===== config.mk =====
export PLATFORM = sky130hd
export DESIGN_NAME = piet_ctrl
export DESIGN_NICKNAME = d
export VERILOG_FILES = /design/src/verilog/piet_pkg.sv /design/src/verilog/piet_ctrl.sv /design/src/verilog/piet_edge_det.sv
export SDC_FILE = /design/constraint.sdc
export NUM_CORES = 2
export LEC_CHECK = 0
export ABC_AREA = 0
export BUFFER_PORTS_ARGS = -buffer_cell sky130_fd_sc_hd__buf_2
export CAP_MARGIN = 10
export CORE_ASPECT_RATIO = 0.9
export CORE_MARGIN = 1.5
export CORE_UTILIZATION = 55
export CTS_BUF_LIST = sky130_fd_sc_hd__clkbuf_8
export DETAILED_ROUTE_END_ITERATION = 10
export GPL_TIMING_DRIVEN = 0
export PLACE_DENSITY = 0.77
export SLEW_MARGIN = 20
export SYNTH_ARGS = -nofsm -noshare
export SYNTH_HDL_FRONTEND = slang
export SYNTH_SLANG_ARGS = --single-unit

===== constraint.sdc =====
create_clock -name clk -period 48.6 [get_ports clk]
set_input_delay 2.43 -clock clk [delete_from_list [all_inputs] [get_ports clk]]
set_output_delay 2.43 -clock clk [all_outputs]
set_load 0.05 [all_outputs]

===== src/verilog/piet_pkg.sv =====
// Purpose: Shared constants for the interrupt and event transfer block
// Assumes: One 20 MHz clock, synchronous active-high reset
// Notes:   Vector address is the trap number times four
package piet_pkg;

   //------------------------------------------------------------------
   // Sizes
   //------------------------------------------------------------------
   localparam int PIET_NODES  = 16;
   localparam int PIET_CHANS  = 8;
   localparam int PIET_PRIO_W = 4;
   localparam int PIET_TRAP_W = 7;
   localparam int PIET_VEC_W  = 9;
   localparam int PIET_ADDR_W = 16;
   localparam int PIET_CNT_W  = 8;
   localparam int PIET_EXT    = 4;

   //------------------------------------------------------------------
   // Values and timing
   //------------------------------------------------------------------
   // Trap number of node 0; arbitrary placement of the node table
   localparam logic [6:0] PIET_TRAP_BASE  = 7'h10;
   localparam logic [1:0] PIET_VEC_LSB    = 2'h0;
   localparam int         PIET_CLK_NS     = 50;
   localparam int         PIET_RESP_CYC   = 8;
   localparam logic [1:0] PIET_EDGE_OFF   = 2'h0;
   localparam logic [1:0] PIET_EDGE_RISE  = 2'h1;
   localparam logic [1:0] PIET_EDGE_FALL  = 2'h2;
   localparam logic [1:0] PIET_EDGE_BOTH  = 2'h3;
   localparam logic       PIET_RST_BIT    = 1'b0;

endpackage : piet_pkg

===== src/verilog/piet_ctrl.sv =====
// Purpose: Priority interrupt controller with event transfer channels
// Assumes: Peripheral requests are one-cycle pulses on clk
// Notes:   Configuration arrives as write strobes, no register bus
`timescale 1ns/1ns
module piet_ctrl
   import piet_pkg::*;
#(
   parameter int NODES = PIET_NODES,
   parameter int CHANS = PIET_CHANS,
   parameter int EXT   = PIET_EXT,
   parameter int AW    = PIET_ADDR_W,
   parameter int CNTW  = PIET_CNT_W,
   localparam int NW   = $clog2(NODES),
   localparam int CW   = $clog2(CHANS),
   localparam int PW   = PIET_PRIO_W,
   localparam int TW   = PIET_TRAP_W,
   localparam int VW   = PIET_VEC_W
)(
   input  wire logic [NODES-1:0] periph_req,
   input  wire logic             clk,
   input  wire logic             sys_rst,
   input  wire logic [EXT-1:0]   ext_pin,
   input  wire logic [2*EXT-1:0] ext_edge_sel,
   input  wire logic             node_wr,
   input  wire logic [NW-1:0]    node_sel,
   input  wire logic             node_enable,
   input  wire logic [PW-1:0]    node_prio,
   input  wire logic             node_evt_en,
   input  wire logic [CW-1:0]    node_evt_chan,
   input  wire logic             node_set_req,
   input  wire logic             chan_wr,
   input  wire logic [CW-1:0]    chan_sel,
   input  wire logic [AW-1:0]    chan_src,
   input  wire logic [AW-1:0]    chan_dst,
   input  wire logic [CNTW-1:0]  chan_count,
   input  wire logic             chan_inc_src,
   input  wire logic             chan_inc_dst,
   input  wire logic             chan_word,
   input  wire logic             chan_cont,
   input  wire logic [PW-1:0]    cpu_level,
   input  wire logic             cpu_ack,
   input  wire logic             trap_req,
   input  wire logic [TW-1:0]    trap_num,
   output logic                  irq_req,
   output logic [VW-1:0]         irq_vector,
   output logic [PW-1:0]         irq_prio,
   output logic                  irq_trap,
   output logic                  xfer_valid,
   output logic [AW-1:0]         xfer_src,
   output logic [AW-1:0]         xfer_dst,
   output logic                  xfer_word,
   output logic                  cpu_stall,
   output logic [NODES-1:0]      node_request_bit
);

   //------------------------------------------------------------------
   // Node and channel state
   //------------------------------------------------------------------
   logic [NODES-1:0]   req_ff, en_ff, evt_ff;
   logic [PW-1:0]      prio_ff [NODES];
   logic [CW-1:0]      ch_of_ff [NODES];
   logic [AW-1:0]      src_ff [CHANS];
   logic [AW-1:0]      dst_ff [CHANS];
   logic [CNTW-1:0]    cnt_ff [CHANS];
   logic [CHANS-1:0]   inc_s_ff, inc_d_ff, word_ff, cont_ff;
   logic               irq_req_ff, irq_trap_ff, trap_pend_ff;
   logic [VW-1:0]      irq_vector_ff;
   logic [PW-1:0]      irq_prio_ff;
   logic [NW-1:0]      irq_node_ff;
   logic [TW-1:0]      trap_num_ff;
   logic               xfer_valid_ff, xfer_word_ff, cpu_stall_ff;
   logic [AW-1:0]      xfer_src_ff, xfer_dst_ff;
   logic [EXT-1:0]     ext_evt;
   logic [NODES-1:0]   ext_set;
   logic               std_ok, evt_ok;
   logic [NW-1:0]      std_node, evt_node;
   logic [PW-1:0]      std_p, evt_p;
   logic [CW-1:0]      evt_ch;
   logic               evt_fire, do_xfer, evt_stop, ack_node;
   logic [AW-1:0]      step;
   logic [TW-1:0]      std_trap;

   //------------------------------------------------------------------
   // External inputs
   //------------------------------------------------------------------
   genvar k;
   generate
      for (k = 0; k < EXT; k++) begin : g_ext
         piet_edge_det u_edge (
            .clk      (clk),
            .sys_rst  (sys_rst),
            .pin_in   (ext_pin[k]),
            .edge_sel (ext_edge_sel[2*k +: 2]),
            .evt_out  (ext_evt[k])
         );
      end
   endgenerate
   assign ext_set = {{(NODES-EXT){1'b0}}, ext_evt};

   //------------------------------------------------------------------
   // Arbitration
   //------------------------------------------------------------------
   always_comb begin
      std_ok   = 1'b0;
      evt_ok   = 1'b0;
      std_node = '0;
      evt_node = '0;
      std_p    = '0;
      evt_p    = '0;
      // Descending scan with >= leaves the lowest index on a tie
      for (int i = NODES - 1; i >= 0; i--) begin
         if (req_ff[i] && en_ff[i]) begin
            if (evt_ff[i]) begin
               if (!evt_ok || prio_ff[i] >= evt_p) begin
                  evt_ok   = 1'b1;
                  evt_node = NW'(i);
                  evt_p    = prio_ff[i];
               end
            end else if (!std_ok || prio_ff[i] >= std_p) begin
               std_ok   = 1'b1;
               std_node = NW'(i);
               std_p    = prio_ff[i];
            end
         end
      end
   end

   assign evt_ch   = ch_of_ff[evt_node];
   assign evt_fire = evt_ok && (evt_p > cpu_level);
   assign evt_stop = evt_fire && !cont_ff[evt_ch]
                     && (cnt_ff[evt_ch] <= CNTW'(1));
   assign do_xfer  = evt_fire
                     && (cont_ff[evt_ch] || cnt_ff[evt_ch] != '0);
   assign step     = word_ff[evt_ch] ? AW'(2) : AW'(1);
   assign ack_node = cpu_ack && irq_req_ff && !irq_trap_ff;
   assign std_trap = TW'(PIET_TRAP_BASE + TW'(std_node));

   //------------------------------------------------------------------
   // Node control registers
   //------------------------------------------------------------------
   genvar n;
   generate
      for (n = 0; n < NODES; n++) begin : g_node
         logic set_n, clr_n, wr_n;
         assign wr_n  = node_wr && (node_sel == NW'(n));
         assign set_n = periph_req[n] || ext_set[n]
                        || (wr_n && node_set_req);
         assign clr_n = (ack_node && irq_node_ff == NW'(n))
                        || (do_xfer && !evt_stop
                            && evt_node == NW'(n));
         always_ff @(posedge clk) begin
            if (sys_rst) begin
               req_ff[n] <= PIET_RST_BIT;
            end else begin
               req_ff[n] <= set_n || (req_ff[n] && !clr_n);
            end
         end
         always_ff @(posedge clk) begin
            if (sys_rst) begin
               en_ff[n]    <= PIET_RST_BIT;
               evt_ff[n]   <= PIET_RST_BIT;
               prio_ff[n]  <= '0;
               ch_of_ff[n] <= '0;
            end else if (wr_n) begin
               en_ff[n]    <= node_enable;
               evt_ff[n]   <= node_evt_en;
               prio_ff[n]  <= node_prio;
               ch_of_ff[n] <= node_evt_chan;
            end else if (evt_stop && evt_node == NW'(n)) begin
               evt_ff[n]   <= 1'b0;
            end
         end
      end
   endgenerate

   //------------------------------------------------------------------
   // Event transfer channels
   //------------------------------------------------------------------
   genvar c;
   generate
      for (c = 0; c < CHANS; c++) begin : g_chan
         logic hit_c;
         assign hit_c = do_xfer && (evt_ch == CW'(c));
         always_ff @(posedge clk) begin
            if (sys_rst) begin
               src_ff[c]   <= '0;
               dst_ff[c]   <= '0;
               cnt_ff[c]   <= '0;
               inc_s_ff[c] <= PIET_RST_BIT;
               inc_d_ff[c] <= PIET_RST_BIT;
               word_ff[c]  <= PIET_RST_BIT;
               cont_ff[c]  <= PIET_RST_BIT;
            end else if (chan_wr && chan_sel == CW'(c)) begin
               src_ff[c]   <= chan_src;
               dst_ff[c]   <= chan_dst;
               cnt_ff[c]   <= chan_count;
               inc_s_ff[c] <= chan_inc_src;
               inc_d_ff[c] <= chan_inc_dst;
               word_ff[c]  <= chan_word;
               cont_ff[c]  <= chan_cont;
            end else if (hit_c) begin
               if (inc_s_ff[c]) begin
                  src_ff[c] <= src_ff[c] + step;
               end
               if (inc_d_ff[c]) begin
                  dst_ff[c] <= dst_ff[c] + step;
               end
               if (!cont_ff[c]) begin
                  cnt_ff[c] <= cnt_ff[c] - CNTW'(1);
               end
            end
         end
      end
   endgenerate

   always_ff @(posedge clk) begin
      if (sys_rst) begin
         xfer_valid_ff <= 1'b0;
         cpu_stall_ff  <= 1'b0;
         xfer_word_ff  <= 1'b0;
         xfer_src_ff   <= '0;
         xfer_dst_ff   <= '0;
      end else begin
         xfer_valid_ff <= do_xfer;
         cpu_stall_ff  <= do_xfer;
         xfer_word_ff  <= word_ff[evt_ch];
         xfer_src_ff   <= src_ff[evt_ch];
         xfer_dst_ff   <= dst_ff[evt_ch];
      end
   end

   //------------------------------------------------------------------
   // Traps and CPU request
   //------------------------------------------------------------------
   always_ff @(posedge clk) begin
      if (sys_rst) begin
         trap_pend_ff <= 1'b0;
         trap_num_ff  <= '0;
      end else if (trap_req) begin
         trap_pend_ff <= 1'b1;
         trap_num_ff  <= trap_num;
      end else if (cpu_ack && irq_req_ff && irq_trap_ff) begin
         trap_pend_ff <= 1'b0;
      end
   end

   always_ff @(posedge clk) begin
      if (sys_rst) begin
         irq_req_ff    <= 1'b0;
         irq_trap_ff   <= 1'b0;
         irq_vector_ff <= '0;
         irq_prio_ff   <= '0;
         irq_node_ff   <= '0;
      end else if (cpu_ack && irq_req_ff) begin
         irq_req_ff    <= 1'b0;
      end else if (trap_pend_ff) begin
         irq_req_ff    <= 1'b1;
         irq_trap_ff   <= 1'b1;
         irq_vector_ff <= {trap_num_ff, PIET_VEC_LSB};
         irq_prio_ff   <= '1;
      end else if (std_ok && std_p > cpu_level) begin
         irq_req_ff    <= 1'b1;
         irq_trap_ff   <= 1'b0;
         irq_vector_ff <= {std_trap, PIET_VEC_LSB};
         irq_prio_ff   <= std_p;
         irq_node_ff   <= std_node;
      end else begin
         irq_req_ff    <= 1'b0;
      end
   end

   assign irq_req          = irq_req_ff;
   assign irq_vector       = irq_vector_ff;
   assign irq_prio         = irq_prio_ff;
   assign irq_trap         = irq_trap_ff;
   assign xfer_valid       = xfer_valid_ff;
   assign xfer_src         = xfer_src_ff;
   assign xfer_dst         = xfer_dst_ff;
   assign xfer_word        = xfer_word_ff;
   assign cpu_stall        = cpu_stall_ff;
   assign node_request_bit = req_ff;
endmodule : piet_ctrl


===== src/verilog/piet_edge_det.sv =====
// Purpose: Fast external input synchroniser with selectable edge
// Assumes: pin_in is asynchronous to clk
// Notes:   Level is accepted once second and third stages agree
`timescale 1ns/1ns
module piet_edge_det
   import piet_pkg::*;
(
   input  wire logic       clk,
   input  wire logic       sys_rst,
   input  wire logic       pin_in,
   input  wire logic [1:0] edge_sel,
   output logic            evt_out
);

   logic [2:0] sync_ff;
   logic       lvl_ff;
   logic       evt_ff;
   logic       change;
   logic       rise;
   logic       fall;

   always_ff @(posedge clk) begin
      if (sys_rst) begin
         sync_ff <= 3'h0;
      end else begin
         sync_ff <= {sync_ff[1:0], pin_in};
      end
   end

   assign change = (sync_ff[1] == sync_ff[2]) && (sync_ff[2] != lvl_ff);
   assign rise   = change && sync_ff[2];
   assign fall   = change && !sync_ff[2];

   always_ff @(posedge clk) begin
      if (sys_rst) begin
         lvl_ff <= PIET_RST_BIT;
      end else if (change) begin
         lvl_ff <= sync_ff[2];
      end
   end

   always_ff @(posedge clk) begin
      if (sys_rst) begin
         evt_ff <= 1'b0;
      end else begin
         evt_ff <= (rise && edge_sel[0]) || (fall && edge_sel[1]);
      end
   end

   assign evt_out = evt_ff;
endmodule : piet_edge_det


==> impl.org <==
** GRT
- Wire length of the first global-routing pass :: 188 mm
- Summed over all layers, the global routing overflow is 0.
- Entering global routing, the biggest net connects 35 pins.
- Antenna violations before repair :: 9
- Via count of the first global-routing pass :: 31700
- Global routing usage summed across all routing layers :: 0.351

** Timing
- Final Hold Vio Count :: 0
- Setup ws final :: 14870 ps
- Slew @ Worst Pin :: 1240 ps
- The worst pin sits at a relative slew slack of 0.173.
- Min Hold Slack :: 428 ps
- Fmax :: 29.6 MHz
- Number of slew-limit violations in the final report :: 0
- RSZ-0062 raised after global routing :: false
- Sum Neg Setup Slack :: 0 ps
- Setup violations remaining at the end of the flow were counted as 0.
- Worst Skew :: 48.6 ps
- Final period demand of the worst path :: 33730 ps
- Final worst path period share :: 0.694

** Routing
- After detailed routing, the number of remaining DRC violations is 0.
- In the final routed layout, each cell accounts on average for 23.8 um.
- After detailed routing, the total wire length is 125 mm.
- In this run the remaining antenna-violating nets after routing total 0.
- 1st-iter DRT viols :: 4882
- The pre-antenna-repair detailed-routing pass consisted of 6 iterations.
- Total via count after detailed routing :: 33800
- Via-per-instance ratio :: 6.42

** Place
- Sum of net half-perimeters after detailed placement :: 94.4 mm
- Input and output buffers added on the ports amount to 118.
- Pre-CTS worst setup slack :: 15690 ps
- Number of cells in the design after placement :: 5070
- The congestion estimate from routability-driven global placement came to 1.03.

** Synthesis
- The number of different library cells used by synthesis comes to 98.
- Of the post-synthesis cell area, the dominant cell type holds 0.345.
- A synthesized cell averages 9.27 um^2.
- For this run, asynchronously set or reset flops after synthesis account for 0.
- Post-Synthesis Cell Area :: 37600 um^2
- Synth Instances :: 4058
- Synthesis inferred 591 register bits.
- Number of synthesized flops with an enable pin :: 432
- The most used flip-flop cell after synthesis is sky130_fd_sc_hd__edfxtp_1.
- Of all cell types, the one taking the most synthesized area is sky130_fd_sc_hd__edfxtp_1.
- Synthesis warning total :: 0
- By area the synthesized netlist is led by sky130_fd_sc_hd__edfxtp_1 (34%), sky130_fd_sc_hd__dfxtp_1 (8.5%), sky130_fd_sc_hd__nand2_1 (6.2%), sky130_fd_sc_hd__ha_1 (5.6%), sky130_fd_sc_hd__mux2i_1 (4.0%).
- Seq/Total Area, Yosys :: 0.430

** Floorplanning
- Top-Level Pins :: 172
- Initial cell density of the core :: 0.558
- The total area inside the core boundary comes to 67300 um^2.
- Die Outline Area :: 70000 um^2
- In this run the vertical extent of the chip is 251 um.
- After floorplanning, the core was divided into 90 placement rows.
- Die Wd :: 279 um

** CTS
- Clock-pin slew was measured on the worst setup and hold paths at 70 ps.
- Max Root-Sink Buffers :: 3
- Total clock sinks :: 591
- Number of CTS-inserted buffers :: 97
- Source-to-sink clock delay at the later pin of the worst-skew pair :: 740 ps
- Total number of H-tree levels :: 3
- Cts hold-fix bufs :: 0
- Number of gates resized after cts :: 0
- TritonCTS clock tree :: done
- Post-CTS setup buffer count :: 0
- Root buffer cell :: sky130_fd_sc_hd__clkbuf_8

** Setup path
- On the worst path, the slowest cell contributes a delay of 810 ps.
- For the worst flop-to-flop path, the logic depth is 121.
- Data required time at the worst endpoint :: 49060 ps
- In this run the critical register-to-register path is captured at src_ff[3][15]$_DFFE_PP_.
- Slowest stage cell, crit path :: sky130_fd_sc_hd__nor3b_1
- Critical Path Source Type :: flop
- Critical path endpoint category :: flop
- Critical path class :: reg -> reg
- The worst register-to-register path begins at node_request_bit[15]$_SDFF_PP0_.
- Most common cell type on the critical path :: sky130_fd_sc_hd__ha_1
- Worst-path maximum fanout :: 34
- Register-to-register setup slack :: 14870 ps
- Critical path data arrival time :: 34190 ps

** Finish
- Final instance count without filler cells :: 5260
- Multi-input gate area in the final layout :: 20200 um^2
- The filler cells instantiated in the layout total 5633.
- Fraction of final layout cells with drive strength greater than 1 :: 0.107
- Relative area change from synthesis to final layout :: 11.0%
- For this run, the post-layout net count is 4585.
- Flip-flop and latch area :: 16200 um^2

** Worst hold path
- The worst hold path terminates at g_ext[2].u_edge.sync_ff[1]$_SDFF_PP0_.
- In this run the most critical hold path is launched from g_ext[2].u_edge.sync_ff[0]$_SDFF_PP0_.
- Along the worst hold path, the cell count comes to 1.
- Classification of the worst-slack hold path :: reg -> reg

** Power
- Static leakage power :: 15.8 nW
- Across the VDD grid, the largest voltage drop is 0.0000222 V.
- For this design the ratio of total power to cell area is 29.9 nW/um^2.

** Flow run
- Max Cap Viol :: 0

** Run status
- The run finished with clean final reports.
registers in the layout (all words and copies together), names as in the netlist, 7 cells and up:
| name | cells |
|---|---|
| dst_ff | 128 |
| src_ff | 128 |
| cnt_ff | 64 |
| prio_ff | 64 |
| ch_of_ff | 48 |
| en_ff | 16 |
| evt_ff | 16 |
| node_request_bit | 16 |
| xfer_dst | 16 |
| xfer_src | 16 |
| g_ext.u_edge.sync_ff | 12 |
| cont_ff | 8 |
| inc_d_ff | 8 |
| inc_s_ff | 8 |
| word_ff | 8 |
| irq_vector | 7 |
| trap_num_ff | 7 |
power breakdown:
part	internal [mW]	leakage, nW	switching, mW
clock	0.248	1.18	0.225
sequential	0.572	5.47	0.0293
combinational	0.0568	9.15	0.115
total	0.877	15.8	0.370
area by class of cell:
cell class / count / area share
diodes: 7 / 0.000420
plain buffers: 229 / 0.0239
clock buffers: 114 / 0.0376
clock inverters: 69 / 0.0115
inverters: 122 / 0.0110
multi-input cells: 3117 / 0.484
flip-flops and latches: 591 / 0.387
well taps: 874 / 0.0262
repair buffers: 137 / 0.0188
worst max-delay path, delay by kind of cell (launching register included):
kind,cells,cell delay [ps]
flip-flops,1,470
AO/OA/AOI/OAI,54,16580
multiplexers,4,1560
buffers and inverters,11,3440
XOR/XNOR,1,140
adder cells (fa/ha/maj),16,4690
AND/OR/NAND/NOR,35,6530
placed cells by master (no fill, tap or decap), types with 114 or more instances in the layout:
cell type	n
sky130_fd_sc_hd__clkbuf_1	127
sky130_fd_sc_hd__xnor2_1	163
sky130_fd_sc_hd__mux2i_1	151
sky130_fd_sc_hd__inv_1	148
sky130_fd_sc_hd__edfxtp_1	432
sky130_fd_sc_hd__clkbuf_8	114
sky130_fd_sc_hd__nand3_1	127
sky130_fd_sc_hd__a21oi_1	136
sky130_fd_sc_hd__o21ai_0	276
sky130_fd_sc_hd__ha_1	168
sky130_fd_sc_hd__nor2_1	224
sky130_fd_sc_hd__dfxtp_1	159
sky130_fd_sc_hd__buf_2	148
sky130_fd_sc_hd__o21ai_1	145
sky130_fd_sc_hd__nand2_1	622
sky130_fd_sc_hd__and3_1	167
worst max-delay path by stage:
stage / start / to / slack [ps]
2_1_floorplan: node_request_bit[15]$_SDFF_PP0_ / dst_ff[6][15]$_DFFE_PP_ / 21070
3_3_place_gp: node_request_bit[15]$_SDFF_PP0_ / dst_ff[6][15]$_DFFE_PP_ / 15490
3_5_place_dp: node_request_bit[15]$_SDFF_PP0_ / dst_ff[6][15]$_DFFE_PP_ / 15690
4_1_cts: node_request_bit[15]$_SDFF_PP0_ / dst_ff[6][15]$_DFFE_PP_ / 15470
5_1_grt: node_request_bit[15]$_SDFF_PP0_ / dst_ff[6][15]$_DFFE_PP_ / 12170
6_report: node_request_bit[15]$_SDFF_PP0_ / src_ff[3][15]$_DFFE_PP_ / 14870
synth_stat cells, drive strengths merged (89+ instances only):
| cell type | number |
|---|---|
| and2 | 89 |
| xor2 | 109 |
| xnor2 | 163 |
| nor2 | 227 |
| and3 | 168 |
| inv | 122 |
| mux2i | 151 |
| ha | 168 |
| a21oi | 138 |
| o21ai | 443 |
| dfxtp | 159 |
| edfxtp | 432 |
| clkbuf | 127 |
| nand3 | 128 |
| nand2 | 624 |
| a211oi | 93 |
| buf | 102 |
metal layers:
layer  wire length (um)  global-route usage  part of all wire  vias up
li1                   -                   -                 -    15100
met1              50100               0.487              0.40    16000
met2              53700               0.523              0.43     2283
met3              16700              0.0999              0.13      376
met4               4750               0.130             0.038        8
met5                 56                   0           0.00045        -
through the flow:
step	total power, mW	util	area (um^2)
after floorplan	0.715	-	37600
after global placement	0.770	0.584	39300
after detailed placement	0.776	0.589	39600
after CTS	1.24	0.619	41700
after global routing	1.28	0.620	41700
final	1.25	0.620	41700
kinds of logic (layout without fill, tap and decap cells):
| kind of cell | Yosys count | after routing | share of synthesized area |
|---|---|---|---|
| simple gates | 1523 | 1523 | 0.194 |
| compound gates | 958 | 958 | 0.162 |
| flops | 591 | 591 | 0.430 |
| buf+inv | 351 | 671 | 0.0387 |
| xor+xnor | 272 | 272 | 0.0634 |
| fa+ha+maj | 184 | 184 | 0.0644 |
| mux | 178 | 178 | 0.0484 |
| other cells | 1 | 9 | 0.0000997 |
Note: power is estimated with default switching activity, not from simulation.
